File: config.mk
export PLATFORM = sky130hd
export DESIGN_NAME = tcg_crc_gen
export DESIGN_NICKNAME = d
export VERILOG_FILES = /design/src/verilog/tcg_pkg.sv /design/src/verilog/tcg_crc_gen.sv
export SDC_FILE = /design/constraint.sdc
export NUM_CORES = 1
export LEC_CHECK = 0
export ABC_AREA = 0
export BUFFER_PORTS_ARGS = -buffer_cell sky130_fd_sc_hd__buf_4
export CELL_PAD_IN_SITES_DETAIL_PLACEMENT = 0
export CELL_PAD_IN_SITES_GLOBAL_PLACEMENT = 1
export CORE_MARGIN = 2
export CORE_UTILIZATION = 30
export DETAILED_ROUTE_END_ITERATION = 12
export PLACE_DENSITY_LB_ADDON = 0.25
export RECOVER_POWER = 100
export SKIP_CTS_REPAIR_TIMING = 1
export SLEW_MARGIN = 10
export SYNTH_ARGS = -nofsm -noshare
export SYNTH_HDL_FRONTEND = slang
export SYNTH_SLANG_ARGS = --single-unit
export TNS_END_PERCENT = 10
File: constraint.sdc
create_clock -name clk -period 2.8 [get_ports clk]
set_input_delay 0.14 -clock clk [delete_from_list [all_inputs] [get_ports clk]]
set_output_delay 0.14 -clock clk [all_outputs]
set_load 0.1 [all_outputs]
File: src/verilog/tcg_pkg.sv
package tcg_pkg;
    // Register index 0x19 is not a multiple of four: byte address is four times the index
    localparam logic [7:0] REG_SETTINGS_IDX = 8'h19;
    localparam logic [9:0] REG_SETTINGS_ADDR = {REG_SETTINGS_IDX, 2'b00};
    localparam logic [9:0] REG_STATUS_ADDR = 10'h068;
    localparam int BIT_ENABLE = 0;
    localparam int BIT_INVERT = 1;
    localparam int BIT_WIDTH5 = 2;
    localparam int SEL_LSB = 3;
    localparam int BIT_SKIP = 6;
    localparam int SEED_LSB = 16;
    localparam logic [31:0] SETTINGS_RESET = 32'h0000_0000;
    localparam logic [31:0] SETTINGS_WMASK = 32'hFFFF_007F;
    localparam logic [2:0] SEL_CUSTOM = 3'h7;
    localparam logic [15:0] SEED_0 = 16'h0000;
    localparam logic [15:0] SEED_1 = 16'h6363;
    localparam logic [15:0] SEED_2 = 16'hA671;
    localparam logic [15:0] SEED_3 = 16'hFFFF;
    localparam logic [15:0] SEED_4 = 16'h0012;
    localparam logic [15:0] SEED_5 = 16'hE012;
    localparam logic [15:0] POLY16 = 16'h8408;
    localparam logic [4:0] POLY5 = 5'h14;
    localparam logic [1:0] HTRANS_NONSEQ = 2'h2;

    typedef struct packed {
        logic [7:0] data;
        logic last;
    } tcg_byte_t;
endpackage : tcg_pkg

File: src/verilog/tcg_crc_gen.sv
`timescale 1ns/1ps
// Overview of operation
// Enable bit 0 appends checksum; else none
// Bit 2 selects 16-bit or 5-bit checksum
// Bit 1 complements checksum before sending
// Bits 5:3 select fixed seed table
// Code 111 uses programmable seed bits 31:16
// 5-bit mode uses seed low byte only
// Bit 6 skips first byte from checksum
// Bits 15:7 read zero, ignore writes
// Checksum after last byte, low first
module tcg_crc_gen import tcg_pkg::*; (
    input wire logic clk,
    input wire logic arst_n,
    input wire logic hsel,
    input wire logic [31:0] haddr,
    input wire logic [1:0] htrans,
    input wire logic hwrite,
    input wire logic [2:0] hsize,
    input wire logic [31:0] hwdata,
    input wire logic hready,
    output logic [31:0] hrdata,
    output logic hreadyout,
    output logic hresp,
    input wire logic in_valid,
    output logic in_ready,
    input wire tcg_byte_t in_byte,
    output logic out_valid,
    input wire logic out_ready,
    output tcg_byte_t out_byte
);
    typedef enum {ST_DATA, ST_CRC_LO, ST_CRC_HI} tcg_state_t;

    logic [31:0] settings;
    logic [15:0] crc;
    logic first_pending;
    logic frames_done;
    tcg_state_t state;
    tcg_byte_t buf_q [2];
    logic [1:0] cnt;
    logic wr_ptr;
    logic rd_ptr;
    logic ap_write;
    logic ap_read;
    logic [9:0] ap_addr;

    function automatic logic [15:0] seed_of(input logic [2:0] sel, input logic [15:0] custom);
        case (sel)
            3'h1: seed_of = SEED_1;
            3'h2: seed_of = SEED_2;
            3'h3: seed_of = SEED_3;
            3'h4: seed_of = SEED_4;
            3'h5: seed_of = SEED_5;
            SEL_CUSTOM: seed_of = custom;
            default: seed_of = SEED_0;
        endcase
    endfunction : seed_of

    // Reflected update, bitwise LSB first like the air order
    function automatic logic [15:0] crc_step(input logic [15:0] c, input logic [7:0] d, input logic w5);
        logic [15:0] r;
        r = c;
        for (int i = 0; i < 8; i++) begin
            if (w5) begin
                r[4:0] = (r[0] ^ d[i]) ? ((r[4:0] >> 1) ^ POLY5) : (r[4:0] >> 1);
                r[15:5] = 11'h000;
            end else begin
                r = (r[0] ^ d[i]) ? ((r >> 1) ^ POLY16) : (r >> 1);
            end
        end
        crc_step = r;
    endfunction : crc_step

    wire logic en = settings[BIT_ENABLE];
    wire logic inv = settings[BIT_INVERT];
    wire logic w5 = settings[BIT_WIDTH5];
    wire logic skip = settings[BIT_SKIP];
    wire logic [2:0] sel = settings[SEL_LSB +: 3];
    wire logic [15:0] seed_full = seed_of(sel, settings[SEED_LSB +: 16]);
    // Width mask applied at load so only low bits ever feed the 5-bit engine
    wire logic [15:0] seed = w5 ? {8'h00, seed_full[7:0]} : seed_full;
    wire logic [15:0] crc_out = inv ? ~crc : crc;

    // Bus slave, zero wait states
    assign hreadyout = 1'b1;
    assign hresp = 1'b0;

    always_ff @(posedge clk or negedge arst_n) begin
        if (!arst_n) begin
            ap_write <= 1'b0;
            ap_read <= 1'b0;
            ap_addr <= 10'h000;
        end else if (hready) begin
            ap_write <= hsel && htrans == HTRANS_NONSEQ && hwrite;
            ap_read <= hsel && htrans == HTRANS_NONSEQ && !hwrite;
            ap_addr <= haddr[9:0];
        end
    end

    always_ff @(posedge clk or negedge arst_n) begin
        if (!arst_n) begin
            settings <= SETTINGS_RESET;
        end else if (ap_write && ap_addr == REG_SETTINGS_ADDR) begin
            settings <= hwdata & SETTINGS_WMASK;
        end
    end

    // Unmapped reads return zero
    always_ff @(posedge clk or negedge arst_n) begin
        if (!arst_n) begin
            hrdata <= 32'h0000_0000;
        end else if (hready && hsel && htrans == HTRANS_NONSEQ && !hwrite) begin
            case (haddr[9:0])
                // Forward a write still in its data phase, so a read right behind it sees the new value
                REG_SETTINGS_ADDR: begin
                    if (ap_write && ap_addr == REG_SETTINGS_ADDR) begin
                        hrdata <= hwdata & SETTINGS_WMASK;
                    end else begin
                        hrdata <= settings;
                    end
                end
                REG_STATUS_ADDR: hrdata <= {8'h00, frames_done, 5'h00, state == ST_DATA ? 2'h0 : 2'h1, crc};
                default: hrdata <= 32'h0000_0000;
            endcase
        end
    end

    // Two-entry output buffer
    wire logic buf_push;
    wire logic buf_pop = out_valid && out_ready;
    tcg_byte_t push_byte;
    assign out_valid = cnt != 2'h0;
    assign out_byte = buf_q[rd_ptr];
    wire logic room = cnt != 2'h2;

    always_ff @(posedge clk or negedge arst_n) begin
        if (!arst_n) begin
            cnt <= 2'h0;
            wr_ptr <= 1'b0;
            rd_ptr <= 1'b0;
        end else begin
            cnt <= cnt + 2'(buf_push) - 2'(buf_pop);
            if (buf_push) wr_ptr <= ~wr_ptr;
            if (buf_pop) rd_ptr <= ~rd_ptr;
        end
    end

    always_ff @(posedge clk) begin
        if (buf_push) begin
            buf_q[wr_ptr] <= push_byte;
        end
    end

    // Stall input while checksum bytes are being appended
    assign in_ready = room && state == ST_DATA;
    wire logic take = in_valid && in_ready;
    assign buf_push = take || (room && state != ST_DATA);

    always_comb begin
        push_byte = in_byte;
        if (state == ST_CRC_LO) begin
            push_byte.data = w5 ? {3'h0, crc_out[4:0]} : crc_out[7:0];
            push_byte.last = w5;
        end else if (state == ST_CRC_HI) begin
            push_byte.data = crc_out[15:8];
            push_byte.last = 1'b1;
        end else if (en) begin
            push_byte.last = 1'b0;
        end
    end

    always_ff @(posedge clk or negedge arst_n) begin
        if (!arst_n) begin
            state <= ST_DATA;
        end else begin
            case (state)
                ST_DATA: if (take && in_byte.last && en) state <= ST_CRC_LO;
                ST_CRC_LO: if (room) state <= w5 ? ST_DATA : ST_CRC_HI;
                ST_CRC_HI: if (room) state <= ST_DATA;
                default: state <= ST_DATA;
            endcase
        end
    end

    always_ff @(posedge clk or negedge arst_n) begin
        if (!arst_n) begin
            crc <= 16'h0000;
            first_pending <= 1'b1;
        end else if (state == ST_DATA && !take && first_pending) begin
            crc <= seed;
        end else if (take) begin
            first_pending <= in_byte.last;
            if (!(first_pending && skip)) begin
                crc <= crc_step(crc, in_byte.data, w5);
            end
        end
    end

    always_ff @(posedge clk or negedge arst_n) begin
        if (!arst_n) begin
            frames_done <= 1'b0;
        end else if (state != ST_DATA && room && (w5 || state == ST_CRC_HI)) begin
            frames_done <= 1'b1;
        end
    end
endmodule : tcg_crc_gen

==> reports/qor.yml, run 1 <==
fp.dieW_um: 142
syn_area_per_cell_um2: 11.0
timing.rr.start: "ap_addr[1]"
post-dp-hpwl_um: 10500
row_count: 50
cts_tree: "done"
place.gp.congestion: 0.811
synth_common_cells: "dfrtp_1 (98), nand2_1 (70), mux2_2 (44), xnor2_1 (34), nor2_1 (28)"
crit_fanout: 6
worst_ep_arrival_time_ps: 2240
reg2reg_to: "hrdata[30]"
min_from: "haddr[2]"
synth_top_area_share_pct: 42.9
crit_family: "buffers and inverters"
post-route-period-util_pct: 85.2
power_mw: 7.18
min_delay_path_depth: 2
status: "finished clean"
ios: 130
io_buffers: 93
die_y_um: 142
cts_sinks: 117
wl_um: 15000
fillerInstances: 1865
antenna_found_initial: 0
yosysMostFrequentCell: "dfrtp_1"
ys_ff_latch: 117
grt_pass1_vias: 4394
critPathLaunchType: "flip-flop"
crit_chain: "or2_0, nor2_1, clkbuf_1"
dr.pass1.iters: 8
p_leak_nw: 3.17
ys_top_cells_by_area: "dfrtp_1 (43%), edfxtp_1 (9.5%), mux2_2 (8.7%)"
vias: 4369
start_util_pct: 30.6
max_stage_delay_ps: 870
dp.cells: 830
ctsRootBufferMaster: "clkbuf_16"
insertion_delay_ps: 410
synth_edf_count: 18
hold_viol_final: 0
power_density_nw_per_um2: 973
r2r_setup_slack_ps: 530
rsz0062_at_grt: "no"
nets: 735
clockBufferDepth: 2
drtIter0Drc: 220
grt_max_degree: 100
critPathKind: "reg -> out"
setup_viol: 0
skew_ps: 11.0
drcViolationCount: 0
hold_end: "ap_addr[2]"
final_antenna_net_count: 0
path_buf_inv: 1
insertedDiodeCount: 0
coreArea_um2: 18700
area_growth_pct: 29.0
seq_area_frac_synth_pct: 52.8
fin_crit_ps: 2380
whs_ps: 6.89
htree_levels: 4
r2r_cells: 6
dieArea_um2: 20200
fmax_mhz: 419
synth_ff_type: "dfrtp_1"
grt-ovfl-total: 0
syn_area_um2: 5720
fin_cells: 893
wire_per_inst_um: 16.8
cts.clk_slew.worst_paths_ps: 50
via_per_inst: 4.89
grt_usage_pct: 15.3
layout-drive-gt1-share_pct: 19.4
worst_ir_drop_vdd_v: 0.000504
cts_inserted_buffers: 17
async_flop_share_pct: 84.6
worst_pin_slew_ps: 1380
synth_nets: 608
syn-instance-count: 521
hold_path.class: "in -> reg"
cap_violations: 0
ys_warn_count: 0
crit_path_end_kind: "output port"
synth.lib_cells_used.distinct: 52
slowest_stage: "clkbuf_1"
synth_top_cell_by_area: "dfrtp_1"
tns_ps: 0
crit_required_ps: 2660
drv_slew: 0
slew_headroom_pct: 8.06
grt_pass1_wl_um: 23700
-- stage by stage --
stage	area (um^2)	setup WS, ps	util, %
6_report	7380	416	39.4
5_1_grt	7380	316	39.4
4_1_cts	7260	574	38.8
3_5_place_dp	6710	587	35.9
3_3_place_gp	6710	545	35.9
2_1_floorplan	5720	447	-
-- power breakdown --
group | leakage (nW) | switching, mW | internal [mW]
Combinational | 1.46 | 1.76 | 1.02
Clock | 0.277 | 0.709 | 1.28
Sequential | 1.44 | 0.351 | 2.06
Total | 3.17 | 2.82 | 4.36
-- flip-flops by register name, indices dropped and copies added, names as in the netlist --
name,cells
hrdata,32
settings,32
buf_q,18
crc,16
ap_addr,10
cnt,2
state,2
ap_write,1
first_pending,1
frames_done,1
rd_ptr,1
wr_ptr,1
-- placed cells by master, fill, tap and decap left out, types with 9 or more instances in the layout --
master,count
dfrtp_1,98
nand2_1,70
clkbuf_1,55
buf_4,51
mux2_2,35
xnor2_1,34
dlygate4sd3_1,33
nor2_1,29
a21oi_1,23
o21ai_0,22
a22o_1,22
a22oi_1,19
edfxtp_1,18
clkbuf_16,18
and2_0,10
mux2_1,9
nor2b_1,9
-- worst max path at each step --
stage,cells past startpoint,endpoint,startpoint,slack (ps)
floorplan,4,in_ready,state[1],450
global placement,6,hrdata[30],ap_addr[4],540
detailed placement,6,hrdata[22],ap_addr[4],590
CTS,6,hrdata[28],ap_addr[4],570
global route,3,in_ready,state[1],320
finish,3,in_ready,state[1],420
-- area by class of cell --
class / count / area (um^2) / share of cell area, %
timing repair buffer: 144 / 965 / 13.1
multi-input combinational: 361 / 2520 / 34.2
clock inverter: 4 / 20.0 / 0.271
clock buffer: 26 / 531 / 7.19
sequential: 117 / 3020 / 40.9
inverter: 7 / 26.3 / 0.356
tap: 234 / 293 / 3.97
-- cells by family after synthesis --
group	count (synthesis)	share of synthesized area (%)
buffers and inverters	43	3.15
other	2	0.131
DFF	117	52.8
AOI/OAI and AO/OA	118	14.3
and+or+nand+nor	147	12.1
muxes	46	9.02
adders and majority gates	2	0.438
xor gates and xnor gates	46	7.99
-- layer usage --
layer  GRT usage [%]  vias to the layer above  share of wire, %
li1                -                     2100                 -
met1            21.0                     2151                49
met3            3.87                       13               4.1
met2            23.8                      105                46
met5               0                        -                 0
met4            4.53                        0               1.1
(Power assumes the default switching activity.)
==> run 2: changes to the inputs <==
Settings changed: CAP_MARGIN set to 20, CORE_UTILIZATION 30 to 37.
==> reports/qor.yml, run 2 (synthesis results as in run 1) <==
grt_pass1_wl_um: 22800
row_count: 45
drv_slew: 0
p_leak_nw: 3.19
cts_sinks: 117
timing.rr.start: "state[0]"
worst_ir_drop_vdd_v: 0.000432
tns_ps: 0
cts.clk_slew.worst_paths_ps: 50
insertion_delay_ps: 420
placement.cell_area_um2: 6640
critPathKind: "reg -> reg"
largestRegisters: "hrdata x32, settings x32, buf_q x18"
htree_levels: 4
setup_viol: 0
fin_ws_ps: 378
pre_cts_slack_ps: 524
antenna_found_initial: 0
die_y_um: 128
max_stage_delay_ps: 430
grt_max_degree: 51
power_density_nw_per_um2: 969
drtIter0Drc: 298
via_per_inst: 5.14
most-common-layout-cells: "dfrtp_1 (98), nand2_1 (70), clkbuf_1 (55)"
worst_ep_arrival_time_ps: 2720
cts_tree: "done"
met3_length_um: 593
clockBufferDepth: 2
coreArea_um2: 15100
post-dp-hpwl_um: 9970
vias: 4365
cap_violations: 0
final_antenna_net_count: 0
ios: 130
power_mw: 7.13
wire_per_inst_um: 17.0
ctsRootBufferMaster: "clkbuf_16"
fin_crit_ps: 2420
rsz0062_at_grt: "no"
area_growth_pct: 28.6
slew_headroom_pct: 12.5
hold_viol_final: 0
start_util_pct: 37.8
worst_pin_slew_ps: 1310
drcViolationCount: 0
cts_inserted_buffers: 17
min_delay_path_depth: 3
min_from: "htrans[0]"
slowest_stage: "nor2_1"
nets: 737
crit_required_ps: 3100
wl_met2_um: 6820
grt_usage_pct: 18.2
wl_um: 14400
r2r_setup_slack_ps: 380
status: "finished clean"
critPathLaunchType: "flip-flop"
r2r_cells: 7
dieArea_um2: 16500
skew_ps: 8.98
layout-drive-gt1-share_pct: 19.5
top_layer_used: "met4"
crit_fanout: 9
wl_met1_um: 6740
grt_pass1_vias: 4296
grt-ovfl-total: 0
place.gp.congestion: 0.839
crit_chain: "or2_0, a211oi_1, clkbuf_1, nor2_1, clkbuf_1, nor2_1, a22o_1"
postLayoutCellArea_um2: 7350
fmax_mhz: 413
hold_end: "ap_write"
insertedDiodeCount: 0
reg2reg_to: "crc[14]"
io_buffers: 93
dr.pass1.iters: 4
hold_path.class: "in -> reg"
final_common_cell: "dfrtp_1"
post-route-period-util_pct: 86.5
fillerInstances: 1410
fp.dieW_um: 128
crit_path_end_kind: "flip-flop"
-- run 2: layer usage --
metal	up-vias	GRT usage, %
met4	0	7.05
met2	104	28.1
met5	-	0
li1	2111	-
met3	20	4.63
met1	2130	24.6
-- run 2: critical path: cells and delay by family (launching register included) --
family                 cells  cell delay [ps]
AND/OR/NAND/NOR            3              950
buffers and inverters      2              610
flip-flops                 1              410
AO/OA/AOI/OAI              2              330
-- run 2: worst max path at each step --
stage / from / to / cells after the start
2_1_floorplan: state[1] / in_ready / 4
4_1_cts: cnt[0] / crc[14] / 7
3_3_place_gp: ap_addr[4] / hrdata[22] / 6
5_1_grt: state[0] / crc[14] / 7
6_report: state[0] / crc[14] / 7
3_5_place_dp: cnt[0] / crc[14] / 7
-- run 2: through the flow --
| step | hold slack, ps | cells | utilization, % |
|---|---|---|---|
| 6_report | 38.7 | 850 | 48.6 |
| 5_1_grt | 40.2 | 850 | 48.6 |
| 4_1_cts | -221 | 813 | 47.4 |
| 3_5_place_dp | 228 | 782 | 43.8 |
| 3_3_place_gp | 217 | 782 | 43.8 |
| 2_1_floorplan | -156 | 521 | - |
-- run 2: final cells by class --
| type | count | area [um^2] | area share, % |
|---|---|---|---|
| Inverter | 7 | 26.3 | 0.357 |
| Sequential cell | 117 | 3020 | 41.1 |
| Clock buffer | 27 | 523 | 7.11 |
| Clock inverter | 4 | 20.0 | 0.272 |
| Tap cell | 188 | 235 | 3.20 |
| Timing Repair Buffer | 146 | 1000 | 13.7 |
| Multi-Input combinational cell | 361 | 2520 | 34.3 |
-- run 2: power by group --
| part | switching [mW] | internal (mW) |
|---|---|---|
| Combinational | 1.75 | 1.01 |
| Sequential | 0.345 | 2.06 |
| Clock | 0.701 | 1.26 |
| Total | 2.80 | 4.33 |
==> run 3: changes to the inputs <==
Settings changed: CAP_MARGIN 20 to unset, RECOVER_POWER 100 to unset.
==> reports/qor.yml, run 3 (synthesis results as in run 1) <==
critPathKind: "reg -> reg"
wl_um: 14400
worst_ir_drop_vdd_v: 0.000488
place.gp.congestion: 0.839
wl_met2_um: 6790
row_count: 45
wire_per_inst_um: 17.0
wl_met1_um: 6710
dr.pass1.iters: 4
dieArea_um2: 16500
skew_ps: 8.97
final_common_cell: "buf_4"
layout-drive-gt1-share_pct: 28.7
whs_ps: 38.3
slowest_stage: "nor2_1"
crit_path_end_kind: "flip-flop"
largestRegisters: "hrdata x32, settings x32, buf_q x18"
crit_fanout: 16
nets: 736
htree_levels: 4
worst_ep_arrival_time_ps: 2610
power_mw: 7.23
grt_max_degree: 51
fin_ws_ps: 485
via_per_inst: 5.14
start_util_pct: 37.8
worst_pin_slew_ps: 1030
top_layer_used: "met4"
grt-ovfl-total: 0
crit_path_frequent_cell: "nor2_1"
setup_viol: 0
pre_cts_slack_ps: 524
grt_pass1_wl_um: 22800
final_antenna_net_count: 0
min_delay_path_depth: 3
r2r_cells: 7
post-route-period-util_pct: 82.7
cp_num_cells: 7
drv_slew: 0
rsz0062_at_grt: "no"
hold_viol_final: 0
most-common-layout-cells: "buf_4 (108), dfrtp_1 (98), nand2_1 (70)"
fin_crit_ps: 2320
ios: 130
max_stage_delay_ps: 770
power_density_nw_per_um2: 959
status: "finished clean"
critPathLaunchType: "flip-flop"
cts_sinks: 117
io_buffers: 93
grt_usage_pct: 18.2
area_growth_pct: 31.9
clockBufferDepth: 2
cts.clk_slew.worst_paths_ps: 50
drtIter0Drc: 253
insertion_delay_ps: 420
post-dp-hpwl_um: 9970
path_buf_inv: 1
hold_path.class: "in -> reg"
insertedDiodeCount: 0
final_core_util_pct: 49.8
fp.dieW_um: 128
crit_required_ps: 3100
cts_inserted_buffers: 17
antenna_found_initial: 0
coreArea_um2: 15100
cap_violations: 0
tns_ps: 0
ctsRootBufferMaster: "clkbuf_16"
drcViolationCount: 0
crit_chain: "nand2b_1, nand2_1, a211oi_1, buf_4, nor2_1, nor2_1, a22o_1"
cts_tree: "done"
fmax_mhz: 432
p_leak_nw: 3.41
grt_pass1_vias: 4296
met3_length_um: 662
crit_family: "simple AND/OR/NAND/NOR gates"
slew_headroom_pct: 31.0
die_y_um: 128
vias: 4368
run 3: layout make-up:
class                           count  area, um^2
Fill cell                        1355        7610
Sequential cell                   117        3020
Multi-Input combinational cell    361        2520
Timing Repair Buffer              145        1190
Clock buffer                       27         523
Tap cell                          188         235
Inverter                            7        26.3
Clock inverter                      4        20.0
run 3: per-layer routing:
layer	vias to the layer above	track usage [%]
li1	2105	-
met1	2132	24.6
met2	111	28.1
met3	20	4.63
met4	0	7.05
met5	-	0
run 3: stage by stage:
stage	std cells	instance area, um^2
after CTS	813	7180
final	849	7540
after detailed placement	782	6640
after global routing	849	7540
after global placement	782	6640
after floorplan	521	5720
run 3: worst paths after layout:
check | startpoint | slack, ps | endpoint
max reg2reg | cnt[0] | 480 | crc[14]
max | cnt[0] | 480 | crc[14]
min | htrans[0] | 40 | ap_write
min reg2reg | hrdata[13] | 470 | hrdata[13]
min in group asynchronous | arst_n | 310 | ap_addr[0]
max in group asynchronous | arst_n | 1740 | first_pending
run 3: power by group:
| part | internal, mW | leakage, nW | switching (mW) |
|---|---|---|---|
| clock network | 1.26 | 0.273 | 0.702 |
| registers | 2.06 | 1.44 | 0.344 |
| logic | 1.12 | 1.70 | 1.75 |
run 3: tightest hold or removal path: stages:
cell and delay, ps:
buf_4 70, nand3b_1 110, o22ai_1 80
